`config.mk`:
```
export PLATFORM = sky130hd
export DESIGN_NAME = cmc_top
export DESIGN_NICKNAME = d
export VERILOG_FILES = /design/src/rtl/cmc_sync2.v /design/src/rtl/cmc_regfile.v /design/src/rtl/cmc_top.v
export VERILOG_INCLUDE_DIRS = /design/src /design/src/rtl
export SDC_FILE = /design/constraint.sdc
export NUM_CORES = 1
export LEC_CHECK = 0
export BUFFER_PORTS_ARGS = -buffer_cell sky130_fd_sc_hd__buf_2
export CAP_MARGIN = 10
export CORE_MARGIN = 2
export CORE_UTILIZATION = 64
export CTS_BUF_LIST = sky130_fd_sc_hd__clkbuf_4 sky130_fd_sc_hd__clkbuf_8
export CTS_CLUSTER_DIAMETER = 30
export DETAILED_ROUTE_END_ITERATION = 6
export PLACE_DENSITY_LB_ADDON = 0.25
export SKIP_CTS_REPAIR_TIMING = 1
export SLEW_MARGIN = 30
export SYNTH_ARGS = -nofsm -noshare
export SYNTH_HDL_FRONTEND = slang
export SYNTH_SLANG_ARGS = --single-unit
```
`constraint.sdc`:
```
create_clock -name clk_in -period 6.18 [get_ports clk_in]
set_input_delay 0.618 -clock clk_in [delete_from_list [all_inputs] [get_ports clk_in]]
set_output_delay 0.618 -clock clk_in [all_outputs]
set_load 0.03 [all_outputs]
```
`src/rtl/cmc_map.vh`:
```
`ifndef CMC_MAP_VH
`define CMC_MAP_VH
`define CMC_REG_OUTPUT_VOLTAGE_SETPOINT 8'h00
`define CMC_REG_CFGA 8'h01
`define CMC_REG_CFGB 8'h02
`define CMC_REG_CFGC 8'h03
`define CMC_REG_FLT 8'h04
`define CMC_RST_CFGA 8'h2A
`define CMC_RST_CFGB 8'h09
`define CMC_RST_CFGC 8'h00
`define CMC_BIT_RESET 7
`define CMC_BIT_SWITCHING_SOFT_ENABLE 5
`define CMC_BIT_SINGLE 0
`define CMC_CFGB_MASK 8'h0F
`define CMC_CFGC_MASK 8'h03
`define CMC_INIT_US 400
`define CMC_CLK_MHZ 100
`define CMC_ENDLY_US 400
`define CMC_ADDR_UPPER 3'h4
`endif

```
`src/rtl/cmc_sync2.v`:
```
`timescale 1ns/100ps
// Two-stage synchroniser; only the second stage leaves this module.
module cmc_sync2 #(
    parameter W = 1
) (
    input wire clk_in,
    input wire srst_in,
    input wire [W-1:0] d_in,
    input wire [W-1:0] rst_val_in,
    output reg [W-1:0] q_out
);
    reg [W-1:0] meta_q;
    always @(posedge clk_in) begin
        // Reset to each input's idle level, so no false edge follows reset.
        if (srst_in) begin
            meta_q <= rst_val_in;
            q_out <= rst_val_in;
        end else begin
            meta_q <= d_in;
            q_out <= meta_q;
        end
    end
endmodule

```
`src/rtl/cmc_regfile.v`:
```
`timescale 1ns/100ps
`include "cmc_map.vh"
// Byte register file; read data come out of a register.
module cmc_regfile (
    input wire clk_in,
    input wire clear_in,
    input wire [7:0] output_voltage_setpoint_rst_in,
    input wire wr_in,
    input wire [7:0] waddr_in,
    input wire [7:0] wdata_in,
    input wire [7:0] raddr_in,
    input wire [7:0] status_in,
    output reg [7:0] rdata_out,
    output reg [7:0] output_voltage_setpoint_out,
    output reg [7:0] cfga_out,
    output reg [7:0] cfgb_out,
    output reg [7:0] cfgc_out
);
    always @(posedge clk_in) begin
        if (clear_in) begin
            output_voltage_setpoint_out <= output_voltage_setpoint_rst_in;
            cfga_out <= `CMC_RST_CFGA;
            cfgb_out <= `CMC_RST_CFGB;
            cfgc_out <= `CMC_RST_CFGC;
        end else if (wr_in) begin
            if (waddr_in == `CMC_REG_OUTPUT_VOLTAGE_SETPOINT) begin
                output_voltage_setpoint_out <= wdata_in;
            end else if (waddr_in == `CMC_REG_CFGA) begin
                cfga_out <= wdata_in & 8'h7F;
            end else if (waddr_in == `CMC_REG_CFGB) begin
                cfgb_out <= wdata_in & `CMC_CFGB_MASK;
            end else if (waddr_in == `CMC_REG_CFGC) begin
                cfgc_out <= wdata_in & `CMC_CFGC_MASK;
            end
        end
    end

    always @(posedge clk_in) begin
        if (clear_in) begin
            rdata_out <= 8'h00;
        end else if (raddr_in == `CMC_REG_OUTPUT_VOLTAGE_SETPOINT) begin
            rdata_out <= output_voltage_setpoint_out;
        end else if (raddr_in == `CMC_REG_CFGA) begin
            rdata_out <= cfga_out;
        end else if (raddr_in == `CMC_REG_CFGB) begin
            rdata_out <= cfgb_out;
        end else if (raddr_in == `CMC_REG_CFGC) begin
            rdata_out <= cfgc_out;
        end else if (raddr_in == `CMC_REG_FLT) begin
            rdata_out <= status_in;
        end else begin
            rdata_out <= 8'h00;
        end
    end
endmodule

```
`src/rtl/cmc_top.v`:
```
`timescale 1ns/100ps
`include "cmc_map.vh"
// Behaviour
// - Below reset threshold, nothing works, registers invalid.
// - Above reset threshold, move to lockout mode.
// - Lockout keeps registers; discharge only if lockout was entered from standby or on.
// - Lockout exits to reset or standby by supply.
// - First lockout exit runs init, samples straps.
// - Lockout dip without reset skips initialization.
// - Any disable condition keeps device in standby.
// - Standby keeps bus and discharge; no switching.
// - All enable conditions move standby to on.
// - On exits to lockout or standby promptly.
// - Lockout, overvoltage, overtemperature pull shared enable low.
// - Current limit keeps enable high, clamps amplifier.
// - Target only, up to one megabit.
// - Seven-bit addressing, general call ignored.
// - Address low bits come from voltage strap.
// - Registers kept while above reset threshold, except on a reset-bit write.
// - Acknowledge held low through ninth clock high.
// - Direction bit picks write or read; unlimited bytes.
// - Write commits at falling edge after data ack.
// - After stop, ignore bus until start and address.
// - Unmapped register reads return zero.
// - Reset bit restores defaults, restarts, delays writes.
// - Soft enable resets high, acts without delay.
// - Reset bit always reads zero.
module cmc_top #(
    parameter INIT_CYCLES = `CMC_INIT_US * `CMC_CLK_MHZ,
    parameter ENDLY_CYCLES = `CMC_ENDLY_US * `CMC_CLK_MHZ,
    parameter [7:0] OUTPUT_VOLTAGE_SETPOINT_DEFAULT = 8'h00
) (
    input wire clk_in,
    input wire srst_in,
    input wire above_por_in,
    input wire above_uvlo_in,
    input wire above_ovlo_in,
    input wire over_temp_in,
    input wire cur_limit_in,
    input wire en_pin_in,
    input wire [1:0] voltage_select_strap_in,
    input wire [1:0] frequency_select_strap_in,
    input wire sync_out_strap_in,
    input wire scl_in,
    input wire sda_in,
    output wire sda_out,
    output wire sda_oe_n_out,
    output wire en_pull_low_out,
    output reg switching_out,
    output reg discharge_avail_out,
    output reg iface_active_out,
    output reg amp_clamp_out,
    output reg softstart_out,
    output reg [2:0] mode_out,
    output reg [1:0] freq_sel_out,
    output reg secondary_out,
    output wire [7:0] output_voltage_setpoint_out,
    output wire [7:0] cfga_out,
    output wire [7:0] cfgb_out,
    output wire [7:0] cfgc_out
);
    localparam M_POR = 3'd0;
    localparam M_UVLO = 3'd1;
    localparam M_INIT = 3'd2;
    localparam M_STBY = 3'd3;
    localparam M_ON = 3'd4;

    localparam B_IDLE = 3'd0;
    localparam B_ADDR = 3'd1;
    localparam B_AACK = 3'd2;
    localparam B_WBYTE = 3'd3;
    localparam B_WACK = 3'd4;
    localparam B_RBYTE = 3'd5;
    localparam B_RACK = 3'd6;

    // Asynchronous supply and pin levels are synchronised first.
    wire [8:0] raw_w = {above_por_in, above_uvlo_in, above_ovlo_in,
        over_temp_in, cur_limit_in, en_pin_in, sync_out_strap_in,
        scl_in, sda_in};
    wire [8:0] syn_w;
    wire [3:0] strap_w;
    cmc_sync2 #(.W(9)) u_sync (
        .clk_in(clk_in),
        .srst_in(srst_in),
        .d_in(raw_w),
        .rst_val_in(9'h003),
        .q_out(syn_w)
    );
    cmc_sync2 #(.W(4)) u_sync_strap (
        .clk_in(clk_in),
        .srst_in(srst_in),
        .d_in({voltage_select_strap_in, frequency_select_strap_in}),
        .rst_val_in(4'h0),
        .q_out(strap_w)
    );
    wire por_ok = syn_w[8];
    wire uv_ok = syn_w[7];
    wire ov = syn_w[6];
    wire ot = syn_w[5];
    wire ilim = syn_w[4];
    wire en_s = syn_w[3];
    wire scl_s = syn_w[1];
    wire sda_s = syn_w[0];

    reg [2:0] mode_q;
    reg from_stby_q;
    reg [31:0] cnt_q;
    reg [1:0] voltage_select_strap_q;
    reg [31:0] wdly_q;
    reg sw_rst_q;
    reg was_on_q;
    reg fault_cause_q;

    wire switching_soft_enable = cfga_out[`CMC_BIT_SWITCHING_SOFT_ENABLE];
    wire single = cfgc_out[`CMC_BIT_SINGLE];
    wire go_on = en_s & switching_soft_enable & ~ot & ~ov;
    wire fault_any = ~uv_ok | ov | ot;

    function [7:0] sh_in;
        input [7:0] v;
        input b;
        begin
            sh_in = {v[6:0], b};
        end
    endfunction

    // Operating-mode machine.
    always @(posedge clk_in) begin
        if (srst_in) begin
            mode_q <= M_POR;
            from_stby_q <= 1'b0;
            cnt_q <= 32'd0;
        end else if (!por_ok) begin
            mode_q <= M_POR;
            from_stby_q <= 1'b0;
        end else begin
            case (mode_q)
                M_POR: begin
                    mode_q <= M_UVLO;
                    from_stby_q <= 1'b0;
                    cnt_q <= 32'd0;
                end
                M_UVLO: begin
                    if (uv_ok) begin
                        cnt_q <= 32'd0;
                        if (from_stby_q) begin
                            mode_q <= M_STBY;
                        end else begin
                            mode_q <= M_INIT;
                        end
                    end
                end
                M_INIT: begin
                    if (!uv_ok) begin
                        mode_q <= M_UVLO;
                    end else if (cnt_q >= INIT_CYCLES - 1) begin
                        mode_q <= M_STBY;
                    end else begin
                        cnt_q <= cnt_q + 32'd1;
                    end
                end
                M_STBY: begin
                    if (sw_rst_q) begin
                        mode_q <= M_INIT;
                        cnt_q <= 32'd0;
                    end else if (!uv_ok) begin
                        mode_q <= M_UVLO;
                        from_stby_q <= 1'b1;
                    end else if (go_on) begin
                        mode_q <= M_ON;
                    end
                end
                default: begin
                    if (sw_rst_q) begin
                        mode_q <= M_INIT;
                        cnt_q <= 32'd0;
                    end else if (!uv_ok) begin
                        mode_q <= M_UVLO;
                        from_stby_q <= 1'b1;
                    end else if (!go_on) begin
                        mode_q <= M_STBY;
                    end
                end
            endcase
        end
    end

    // Straps are caught on the first cycle of initialization.
    always @(posedge clk_in) begin
        if (srst_in) begin
            voltage_select_strap_q <= 2'd0;
            freq_sel_out <= 2'd0;
            secondary_out <= 1'b0;
        end else if (mode_q == M_INIT && cnt_q == 32'd0) begin
            voltage_select_strap_q <= strap_w[3:2];
            freq_sel_out <= strap_w[1:0];
            secondary_out <= ~syn_w[2];
        end
    end

    // Mode decoded outputs; a fresh entry to on mode starts soft start.
    always @(posedge clk_in) begin
        if (srst_in) begin
            switching_out <= 1'b0;
            discharge_avail_out <= 1'b0;
            iface_active_out <= 1'b0;
            amp_clamp_out <= 1'b0;
            softstart_out <= 1'b0;
            mode_out <= M_POR;
            was_on_q <= 1'b0;
            fault_cause_q <= 1'b0;
        end else begin
            mode_out <= mode_q;
            was_on_q <= (mode_q == M_ON);
            switching_out <= (mode_q == M_ON);
            discharge_avail_out <= cfga_out[3] & ((mode_q == M_STBY) |
                (mode_q == M_UVLO & from_stby_q));
            iface_active_out <= (mode_q == M_STBY) | (mode_q == M_ON);
            amp_clamp_out <= (mode_q == M_ON) & ilim;
            softstart_out <= (mode_q == M_ON) & ~was_on_q;
            fault_cause_q <= ~single & (mode_q != M_POR) & fault_any;
        end
    end
    // Current limit is left out here so the shared line stays high.
    assign en_pull_low_out = fault_cause_q | (mode_q == M_INIT);

    // Target state; the strap fixes the address low bits.
    reg [2:0] bst_q;
    reg [3:0] bit_q;
    reg [7:0] sh_q;
    reg [7:0] ptr_q;
    reg have_ptr_q;
    reg sda_drv_q;
    reg scl_prev_q;
    reg sda_prev_q;
    reg wr_q;
    reg [7:0] wdat_q;
    wire [7:0] rdata_w;
    wire [6:0] my_addr = {`CMC_ADDR_UPPER, 2'b00, voltage_select_strap_q};
    wire scl_rise = scl_s & ~scl_prev_q;
    wire scl_fall = ~scl_s & scl_prev_q;
    wire start_c = scl_s & scl_prev_q & sda_prev_q & ~sda_s;
    wire stop_c = scl_s & scl_prev_q & ~sda_prev_q & sda_s;
    wire wr_ok = (wdly_q == 32'd0);

    always @(posedge clk_in) begin
        if (srst_in || !iface_active_out) begin
            bst_q <= B_IDLE;
            bit_q <= 4'd0;
            sh_q <= 8'h00;
            ptr_q <= 8'h00;
            have_ptr_q <= 1'b0;
            sda_drv_q <= 1'b0;
            scl_prev_q <= 1'b1;
            sda_prev_q <= 1'b1;
            wr_q <= 1'b0;
            wdat_q <= 8'h00;
        end else begin
            scl_prev_q <= scl_s;
            sda_prev_q <= sda_s;
            wr_q <= 1'b0;
            if (stop_c) begin
                bst_q <= B_IDLE;
                sda_drv_q <= 1'b0;
            end else if (start_c) begin
                bst_q <= B_ADDR;
                bit_q <= 4'd0;
                have_ptr_q <= 1'b0;
                sda_drv_q <= 1'b0;
            end else begin
                case (bst_q)
                    B_ADDR, B_WBYTE: begin
                        if (scl_rise) begin
                            sh_q <= sh_in(sh_q, sda_s);
                            bit_q <= bit_q + 4'd1;
                        end else if (scl_fall && bit_q == 4'd8) begin
                            bit_q <= 4'd0;
                            if (bst_q == B_WBYTE) begin
                                sda_drv_q <= 1'b1;
                                bst_q <= B_WACK;
                            end else if (sh_q[7:1] == my_addr) begin
                                sda_drv_q <= 1'b1;
                                bst_q <= B_AACK;
                            end else begin
                                bst_q <= B_IDLE;
                            end
                        end
                    end
                    B_AACK: begin
                        if (scl_fall) begin
                            if (sh_q[0]) begin
                                bst_q <= B_RBYTE;
                                sh_q <= rdata_w;
                                sda_drv_q <= ~rdata_w[7];
                                ptr_q <= ptr_q + 8'd1;
                            end else begin
                                bst_q <= B_WBYTE;
                                sda_drv_q <= 1'b0;
                            end
                        end
                    end
                    B_WACK: begin
                        // Hold low until ninth clock falls.
                        if (scl_fall) begin
                            sda_drv_q <= 1'b0;
                            bst_q <= B_WBYTE;
                            if (!have_ptr_q) begin
                                ptr_q <= sh_q;
                                have_ptr_q <= 1'b1;
                            end else begin
                                wr_q <= wr_ok;
                                wdat_q <= sh_q;
                                ptr_q <= ptr_q + 8'd1;
                            end
                        end
                    end
                    B_RBYTE: begin
                        if (scl_fall) begin
                            if (bit_q == 4'd7) begin
                                bit_q <= 4'd0;
                                sda_drv_q <= 1'b0;
                                bst_q <= B_RACK;
                            end else begin
                                bit_q <= bit_q + 4'd1;
                                sh_q <= sh_in(sh_q, 1'b0);
                                sda_drv_q <= ~sh_q[6];
                            end
                        end
                    end
                    B_RACK: begin
                        if (scl_rise && sda_s) begin
                            bst_q <= B_IDLE;
                        end else if (scl_fall) begin
                            bst_q <= B_RBYTE;
                            sh_q <= rdata_w;
                            sda_drv_q <= ~rdata_w[7];
                            ptr_q <= ptr_q + 8'd1;
                        end
                    end
                    default: begin
                        sda_drv_q <= 1'b0;
                    end
                endcase
            end
        end
    end
    assign sda_out = 1'b0;
    assign sda_oe_n_out = ~sda_drv_q;

    // A reset-bit write clears registers and blocks writes for a while.
    wire wr_is_rst = wr_q && ptr_q == `CMC_REG_CFGA + 8'd1 &&
        wdat_q[`CMC_BIT_RESET];
    always @(posedge clk_in) begin
        if (srst_in) begin
            sw_rst_q <= 1'b0;
            wdly_q <= 32'd0;
        end else begin
            sw_rst_q <= wr_is_rst;
            if (wr_is_rst) begin
                wdly_q <= ENDLY_CYCLES;
            end else if (wdly_q != 32'd0) begin
                wdly_q <= wdly_q - 32'd1;
            end
        end
    end

    // Registers only clear on srst_in, below the reset threshold or on a reset bit.
    wire rf_clear = srst_in | (mode_q == M_POR) | sw_rst_q;
    cmc_regfile u_rf (
        .clk_in(clk_in),
        .clear_in(rf_clear),
        .output_voltage_setpoint_rst_in(OUTPUT_VOLTAGE_SETPOINT_DEFAULT),
        .wr_in(wr_q & ~wr_is_rst),
        .waddr_in(ptr_q - 8'd1),
        .wdata_in(wdat_q),
        .raddr_in(ptr_q),
        .status_in({5'd0, ilim, ot, ~uv_ok}),
        .rdata_out(rdata_w),
        .output_voltage_setpoint_out(output_voltage_setpoint_out),
        .cfga_out(cfga_out),
        .cfgb_out(cfgb_out),
        .cfgc_out(cfgc_out)
    );
endmodule

```
* Word-level counts from Yosys, hierarchy flattened
Cells that the tools add are included.
** Storage, ports and cells
- Memories :: 0
- Memory bits (read-only) :: 0
- Flip-flop bits (word level) :: 174
- Output and inout port bits :: 46
- Input bits :: 15
- Logic and storage cells :: 261
- Memory bits (writable) :: 0
- Latch bits :: 0
** Cells by class
- Reductions and logical operators :: 46
- Eq/ne operators :: 49
- Div/mod/pow operators :: 0
- Shifts and indexed selects :: 0
- $add $sub $neg :: 5
- Bitwise logic cells :: 48
- Multiplexer cells :: 75
- Multiply operators :: 0
- Magnitude comparators :: 1
** Operators by type and width (count)
- two-way mux 8 bit :: 17
- two-way mux 32 bit :: 4
- one-hot mux 32 bit (3 select lines) :: 1
- logical NOT 32 bit :: 2
- two-way mux 3 bit :: 20
- adder 32 x 1 -> 32 bit (second input constant) :: 1
- == test 8 x 2 -> 1 bit (second input constant) :: 4
- greater-or-equal comparator 32 x 16 -> 1 bit (second input constant) :: 1
- two-way mux 16 bit :: 2
- one-hot mux 8 bit (4 select lines) :: 1
- AND reduction 8 bit :: 4
- nonzero test 32 bit :: 1
- subtractor 32 x 1 -> 32 bit (second input constant) :: 1
- != test 3 bit (second input constant) :: 9
- != test 2 bit (second input constant) :: 13
- inverter 1 bit :: 24
- one-hot mux 8 bit (3 select lines) :: 1
- two-way mux 4 bit :: 5
- two-way mux 1 bit :: 18
- bitwise AND 1 bit :: 17
- == test 8 x 1 -> 1 bit (second input constant) :: 2
- logical NOT 8 bit :: 2
- one-hot mux 3 bit (5 select lines) :: 1
- AND reduction 5 bit :: 3
- 36 further kinds :: 70

* Logic depth before layout (Yosys ltp)
Gate-level depths: netlist (run 1).
- Depth after elaboration :: 7
- Depth in mapped cells :: 8
- Depth with buffers taken out :: 7

* Hierarchy
Synthesis (run 1) repeated with hierarchy kept, for this count alone.
** Second synthesis, totals
- Cell total of the unflattened synthesis :: 963
- Area, all modules :: 8689.6 µm²
** By module, submodules not included
- cmc_top :: area each 6312.3 µm², times used 1, cells each 746, sequential area each 2382.3 µm²
- cmc_regfile :: area each 1453.9 µm², times used 1, cells each 162, sequential area each 660.6 µm²
- cmc_sync2 (u_sync) :: area each 631.9 µm², times used 1, cells each 38, sequential area each 360.3 µm²
- cmc_sync2 (u_sync_strap) :: area each 291.5 µm², times used 1, cells each 17, sequential area each 160.2 µm²

* Least setup slack after synthesis (run 1)
OpenSTA, ideal clock, no wires.
- Path type :: register to register
- Start :: reg ptr_q[0]
- End :: reg u_rf.cfga_out[0]
- Arrival :: 2.152 ns
- Buffers on the path :: 1
- Library setup time :: 0.121 ns
- Cell stages (with the launch flop) :: 9
- Setup slack :: 3.906 ns
- Required time :: 6.059 ns
- Period minus slack after synthesis :: 2.274 ns
- Path through :: dfxtp_1 inv_1 ha_1 o21bai_1 a211o_1 a211oi_1 buf_2 nand2_1 mux2i_1
** Between the ends
- Cells in the longest elaborated chain, start to end :: 6
- Elaborated cells on any way between the ends :: 10
- Those cells by class :: 1 x add/sub; 2 x eq/ne; 3 x bitwise; 4 x reduce/logical
** RTL lines
- start, declared :: RTL line cmc_top.v:231 : reg [7:0] ptr_q;
- start signal, assigned :: RTL line cmc_top.v:295 : ptr_q <= ptr_q + 8'd1;
- start signal, assigned :: RTL line cmc_top.v:308 : ptr_q <= sh_q;
- start signal, assigned :: RTL line cmc_top.v:313 : ptr_q <= ptr_q + 8'd1;
- parallel branches: the longest is 5 deep, another holds subtractor 8 x 1 -> 8 bit
- AND reduction 3 bit (no line) (*)
- end signal, assigned :: RTL line cmc_regfile.v:22 : cfga_out <= `CMC_RST_CFGA;
- end signal, assigned :: RTL line cmc_regfile.v:29 : cfga_out <= wdata_in & 8'h7F;
- end, declared :: RTL line cmc_regfile.v:15 : output reg [7:0] cfga_out,
Mark *: on every way between the ends.
A chain may end at the register's enable or synchronous reset.

* Worst setup path in the final report (run 1)
- Start :: reg ptr_q[0]
- End :: reg wdly_q[4]
** Between the ends
- Cells in the longest elaborated chain, start to end :: 4
** RTL lines
- == test 8 x 2 -> 1 bit :: RTL line cmc_top.v:351 : wire wr_is_rst = wr_q && ptr_q == `CMC_REG_CFGA + 8'd1 &&
- logical AND 1 bit (2 in series) :: RTL line cmc_top.v:351
- OR reduction 2 bit (no line)
- end signal, assigned :: RTL line cmc_top.v:362 : wdly_q <= wdly_q - 32'd1;
- end, declared :: RTL line cmc_top.v:109 : reg [31:0] wdly_q;
No other way between the ends.

==> results of run 1 <==
## power by group
| group | switching, mW | internal, mW | total, mW |
|---|---|---|---|
| combinational | 0.379 | 0.254 | 0.633 |
| sequential | 0.0828 | 1.19 | 1.28 |
| clock | 0.430 | 0.295 | 0.725 |
| total | 0.892 | 1.74 | 2.63 |
## final timing paths
path | end | slack (ns) | cells after the start
max | wdly_q[4] | 3.46 | 7
min | u_sync_strap.meta_q[1] | 0.35 | 2
max reg2reg | wdly_q[4] | 3.46 | 7
min reg2reg | softstart_out | 0.41 | 1
## critical path, delay by kind of cell, from the launching register on
family | cells | cell delay (ns)
and+or+nand+nor | 5 | 1.61
DFF | 1 | 0.56
adders and majority gates | 1 | 0.35
buffers and inverters | 1 | 0.15
## per-stage QoR
stage | power [mW] | std cells | worst slack (ns) | util
after floorplan | 1.80 | 948 | 3.91 | -
after CTS | 2.63 | 1143 | 3.49 | 0.697
after global routing | 2.78 | 1143 | 3.29 | 0.698
after global placement | 1.89 | 1112 | 3.42 | 0.668
after detailed placement | 1.91 | 1112 | 3.41 | 0.668
final | 2.63 | 1143 | 3.46 | 0.698
## final cells by class
cell class              count  area (um2)  area share
multi-input cells         686        4280       0.491
inverters                  28         105      0.0121
clock inverters            12         103      0.0118
flip-flops and latches    174        3480       0.400
well taps                 172         215      0.0247
repair buffers             52         270      0.0311
clock buffers              19         249      0.0286
## logic make-up (layout without fill, tap and decap cells)
group,Yosys count,in the layout,synth area share
AO/OA/AOI/OAI,212,212,0.166
XOR/XNOR,6,6,0.00649
adder cells (fa/ha/maj),13,13,0.0201
buffers and inverters,88,111,0.0493
flip-flops,174,174,0.430
multiplexers,34,34,0.0420
other,1,12,0.000463
AND/OR/NAND/NOR,409,409,0.286
## Yosys cell counts, drive strengths merged, types with 10 or more instances
library cell / count
a21oi: 74
a31oi: 10
and2: 21
buf: 21
clkbuf: 39
dfxtp: 174
ha: 13
inv: 28
mux2i: 34
nand2: 82
nand2b: 17
nand3: 34
nand4: 12
nor2: 70
nor2b: 38
nor3: 22
nor4: 20
o211ai: 10
o21ai: 46
or3: 29
## sequential cells by signal, indices dropped and copies added, names as in the netlist, 7 cells and up
register                          flops
cnt_q                                32
wdly_q                               32
u_sync.meta_q                         9
u_sync.q_out                          9
ptr_q                                 8
sh_q                                  8
u_rf.output_voltage_setpoint_out      8
u_rf.rdata_out                        8
wdat_q                                8
u_rf.cfga_out                         7
## layer usage
metal / GRT usage / vias to the layer above / routed length (um)
met4: 0.0881 / 0 / 291
li1: - / 3396 / -
met3: 0.0737 / 25 / 1090
met5: 0 / - / 0
met1: 0.398 / 3195 / 8640
met2: 0.418 / 246 / 8090
==> run_results.csv, run 1 <==
group,metric,value,unit
detailed_routing,drcViolationCount,0,
synth,mappedNetlistArea,8100,um2
sta,worst_slew_margin_rel,0.454,
cells_and_area,areaGrowthSynthToFinish,7.48,%
die,fp.dieW,116,um
placed_design,numPortBuffers,48,
setup_path,worstSetupEndpointType,"flop",
die,effective_utilization_at_floorplan,0.650,
setup_path,reg2reg_from,"ptr_q[0]",
sta,final.min_clock_period,2.72,ns
synth,yosys.area.top_type_share,0.430,
placed_design,globalplace.congestion,0.920,
die,placeableCoreArea,12500,um2
cts,tritoncts,"done",
synth,synth.yosys.seq_area_share,0.430,
job,max-cap-violations,0,
placed_design,place.detailed.hpwl,12700,um
cells_and_area,final_cell_mix,"174 x sky130_fd_sc_hd__dfxtp_1, 80 x sky130_fd_sc_hd__nand2_1, 73 x sky130_fd_sc_hd__a21oi_1",
detailed_routing,vias_per_cell,6.00,
cts,worst_setup_hold_path_clk_slew,0.09,ns
setup_path,startpoint,"ptr_q[0]",
grt,global_route_wire_length_before_repair,29900,um
cells_and_area,nNetsFinal,987,
sta,grt_setup_unrepaired,"no",
detailed_routing,routed_length_per_instance,15.8,um
setup_path,worst-setup-path-type,"reg2reg",
synth,async_set_reset_flop_share_out_of_synthesis,0,
setup_path,crit_path_cell_trace,"inv_1 -> ha_1 -> and3b_1 -> nand4_1 -> nand2_2 -> or4_1 -> nand2_1",
grt,grt-ovfl-total,0,
cells_and_area,n_antenna_cell,0,
sta,hold-worst-slack,0.351,ns
cts,cts_sinks,174,
run_status,run_status,"finished clean",
sta,finClkSkew,0.0161,ns
die,floorplan.rows,41,
die,die_height,116,um
synth,synth_top_flop_cell,"sky130_fd_sc_hd__dfxtp_1",
synth,synth.yosys.warnings,0,
worst_hold_path,holdCritPathClass,"in2reg",
power_and_ir_drop,vdd_drop_max,0.214,mV
setup_path,cp-start-kind,"flop",
cts,cts_root_buf,"sky130_fd_sc_hd__clkbuf_8",
die,die_area,13600,um2
synth,synth.largest_area_cell,"sky130_fd_sc_hd__dfxtp_1",
sta,tightest_slew,0.812,ns
power_and_ir_drop,p_leak,3.30,nW
synth,postSynthCellCount,937,
sta,sum_of_negative_setup_slack,0,ns
grt,largest_net_degree_at_the_start_of_global_routing,50,
grt,grt_pass1_vias,6086,
detailed_routing,totalWireLength,18100,um
synth,synth_seq_cells,174,
cts,clock_tree.htree_level_count,4,
cts,cts_inserted_buffers,17,
cells_and_area,post_route_cells_drive_above_1_share,0.122,
synth,synth.avg_cell_area,8.64,um2
placed_design,postPlaceCellArea,8330,um2
sta,hold_violations,0,
cells_and_area,final_common_cell,"sky130_fd_sc_hd__dfxtp_1",
grt,grt_antenna_before_repair,0,
synth,synth.top_cells.by_area,"sky130_fd_sc_hd__dfxtp_1 43%, sky130_fd_sc_hd__a21oi_1 4.6%, sky130_fd_sc_hd__mux2i_1 4.2%",
setup_path,critical_path_required,6.60,ns
detailed_routing,drt-initial-drc-count,663,
synth,synth_edf_count,0,
sta,clock.fmax,0.368,GHz
setup_path,timing.critical_path.slowest_stage_cell,"sky130_fd_sc_hd__or4_1",
worst_hold_path,timing.hold.worst.start,"frequency_select_strap_in[1]",
setup_path,cp_slowest_stage_delay,0.62,ns
setup_path,critical_path.max_fanout,27,
detailed_routing,first_pass_iters,5,
cells_and_area,finalInstanceArea,8700,um2
die,floorplan.io_pins,61,
cts,max-clock-path-buffers,2,
detailed_routing,dr_total_vias,6862,
sta,drv_slew,0,
grt,grt_usage,0.280,
sta,setup-violations-final,0,
power_and_ir_drop,power_per_cell_area,303,nW/um2
sta,fin_crit_sh,0.439,
cts,clk-insertion-delay-late,0.48,ns
setup_path,critical_path_arrival,3.13,ns
cells_and_area,filler_cell_count,1034,
detailed_routing,drt.antenna.violating_nets,0,
synth,synth_cell_type_count,78,
No activity file was read; power rests on OpenSTA's default activity.
==> inputs of run 2 (changes only) <==
CORE_UTILIZATION = 62   (was 64)
clock period = 2.5 ns   (was 6.18 ns; I/O delays follow)
==> run 2 against run 1 <==
Via count rose by 2.7%. Cell count up 3.1%. Clock-buffer cell count decreased by 1. Critical endpoint is now wdly_q[1].
==> run_results.csv, run 2 (same netlist as run 1, synthesis figures left out) <==
group,metric,value,unit
power_and_ir_drop,p_leak,3.49,nW
cts,clock_tree.htree_level_count,4,
sta,clock.fmax,0.451,GHz
cts,cts_inserted_buffers,17,
die,floorplan.rows,41,
detailed_routing,dr_total_vias,7044,
worst_hold_path,holdPathEnd,"u_sync.meta_q[6]",
placed_design,place.detailed.hpwl,13000,um
cells_and_area,filler_cell_count,997,
setup_path,critical_path_required,2.88,ns
worst_hold_path,timing.hold.worst.start,"above_ovlo_in",
setup_path,cp-start-kind,"flop",
grt,largest_net_degree_at_the_start_of_global_routing,40,
die,floorplan.io_pins,61,
sta,final.min_clock_period,2.22,ns
detailed_routing,routed_length_per_instance,15.8,um
cells_and_area,final_cell_mix,"174 x sky130_fd_sc_hd__dfxtp_1, 81 x sky130_fd_sc_hd__nand2_1, 73 x sky130_fd_sc_hd__a21oi_1",
die,die_area,14000,um2
power_and_ir_drop,p_sw_frac,0.326,
power_and_ir_drop,vdd_drop_max,0.465,mV
grt,grt_antenna_before_repair,0,
detailed_routing,drt-initial-drc-count,645,
cells_and_area,largestRegisters,"cnt_q: 32 flops, wdly_q: 32 flops",
sta,setup-violations-final,0,
detailed_routing,drcViolationCount,0,
setup_path,critical_path.reg2reg.endpoint,"wdly_q[1]",
grt,grt_usage,0.267,
setup_path,critical_path_arrival,2.60,ns
sta,worst_slew_margin_rel,0.513,
power_and_ir_drop,comb_power_share,0.238,
grt,grt_pass1_vias,6372,
cells_and_area,final_common_cell,"sky130_fd_sc_hd__dfxtp_1",
run_status,run_status,"finished clean",
cells_and_area,fin_util,0.713,
sta,sum_of_negative_setup_slack,0,ns
power_and_ir_drop,seq_power_share,0.460,
sta,tightest_slew,0.724,ns
cells_and_area,post_route_cells_drive_above_1_share,0.139,
placed_design,numPortBuffers,48,
die,fp.dieW,118,um
cts,clk-insertion-delay-late,0.47,ns
cts,worst_setup_hold_path_clk_slew,0.10,ns
die,placeableCoreArea,12700,um2
job,max-cap-violations,0,
power_and_ir_drop,cellInternalPower,4.61,mW
sta,finClkSkew,0.0143,ns
cells_and_area,nNetsFinal,1021,
setup_path,reg2regPathDepth,6,
setup_path,reg2reg_slack,0.28,ns
cells_and_area,areaGrowthSynthToFinish,11.6,%
power_and_ir_drop,power_switching,2.23,mW
sta,fin_crit_sh,0.887,
worst_hold_path,holdCritPathClass,"in2reg",
die,effective_utilization_at_floorplan,0.639,
setup_path,critical_path.max_fanout,10,
sta,grt_setup_unrepaired,"no",
cells_and_area,n_antenna_cell,0,
die,die_height,118,um
power_and_ir_drop,clock_power_share,0.302,
worst_hold_path,timing.hold.worst_path_depth,2,
grt,global_route_wire_length_before_repair,30600,um
sta,drv_slew,0,
cts,max-clock-path-buffers,2,
detailed_routing,vias_per_cell,5.98,
setup_path,reg2reg_from,"wdly_q[17]",
detailed_routing,totalWireLength,18600,um
detailed_routing,drt.antenna.violating_nets,0,
grt,grt-ovfl-total,0,
detailed_routing,first_pass_iters,5,
power_and_ir_drop,power_per_cell_area,758,nW/um2
setup_path,worstSetupEndpointType,"flop",
cts,cts_root_buf,"sky130_fd_sc_hd__clkbuf_8",
cts,tritoncts,"done",
cts,cts_sinks,174,
setup_path,worst-setup-path-type,"reg2reg",
placed_design,globalplace.congestion,0.928,
sta,hold_violations,0,
run 2: changes by cell type in the layout (fill, tap and decap cells not counted), sizes merged:
cell,delta
dlygate4sd3,+11
buf,+23
clkbuf,-1
inv,+3
bufinv,+2
clkinv,-3
run 2: how the worst max path moves through the flow:
| stage | depth (start not counted) | from | end |
|---|---|---|---|
| after global routing | 6 | wdly_q[17] | wdly_q[3] |
| after floorplan | 8 | ptr_q[0] | u_rf.cfga_out[0] |
| after detailed placement | 5 | wdly_q[17] | wdly_q[27] |
| after CTS | 5 | wdly_q[17] | wdly_q[27] |
| final | 6 | wdly_q[17] | wdly_q[1] |
| after global placement | 8 | ptr_q[0] | u_rf.cfgb_out[3] |
run 2: area by class of cell:
type                    instances  area [um2]  share of cell area
clock buffers                  18         248              0.0274
clock inverters                14         171              0.0190
inverters                      28         105              0.0116
flip-flops and latches        174        3480               0.386
well taps                     172         215              0.0238
multi-input cells             686        4260               0.471
repair buffers                 86         553              0.0612
run 2: layer usage:
layer / global-route usage / vias to the layer above / routed length (um)
li1: - / 3469 / -
met1: 0.358 / 3306 / 8540
met2: 0.421 / 229 / 8540
met3: 0.0555 / 40 / 1010
met4: 0.107 / 0 / 477
met5: 0 / - / 0
run 2: critical path, stage by stage (launching register included):
cell and delay (ns):
sky130_fd_sc_hd__dfxtp_1 0.35, sky130_fd_sc_hd__nor4_1 0.52, sky130_fd_sc_hd__nand4b_2 0.33, sky130_fd_sc_hd__nor4_2 0.44
sky130_fd_sc_hd__buf_4 0.24, sky130_fd_sc_hd__nor2b_1 0.06, sky130_fd_sc_hd__a211oi_1 0.19
run 2: through the flow:
stage / area, um2 / hold WS (ns) / setup slack, ns / power, mW / cells
after detailed placement: 8510 / 0.394 / 0.296 / 4.81 / 1135
after global routing: 9030 / 0.00587 / 0.00811 / 7.21 / 1178
after CTS: 8920 / -0.0357 / 0.292 / 6.85 / 1167
after global placement: 8510 / 0.397 / 0.388 / 4.75 / 1135
after floorplan: 8140 / 0.354 / 0.226 / 4.46 / 948
final: 9030 / 0.00345 / 0.283 / 6.85 / 1178
run 2: power groups by stage:
stage          Sequential [mW]  Combinational (mW)  Clock [mW]
4_1_cts                   3.15                1.61        2.09
6_report                  3.15                1.63        2.06
5_1_grt                   3.19                1.81        2.20
3_3_place_gp              3.20                1.55           0
2_1_floorplan             3.15                1.31           0
3_5_place_dp              3.21                1.60           0
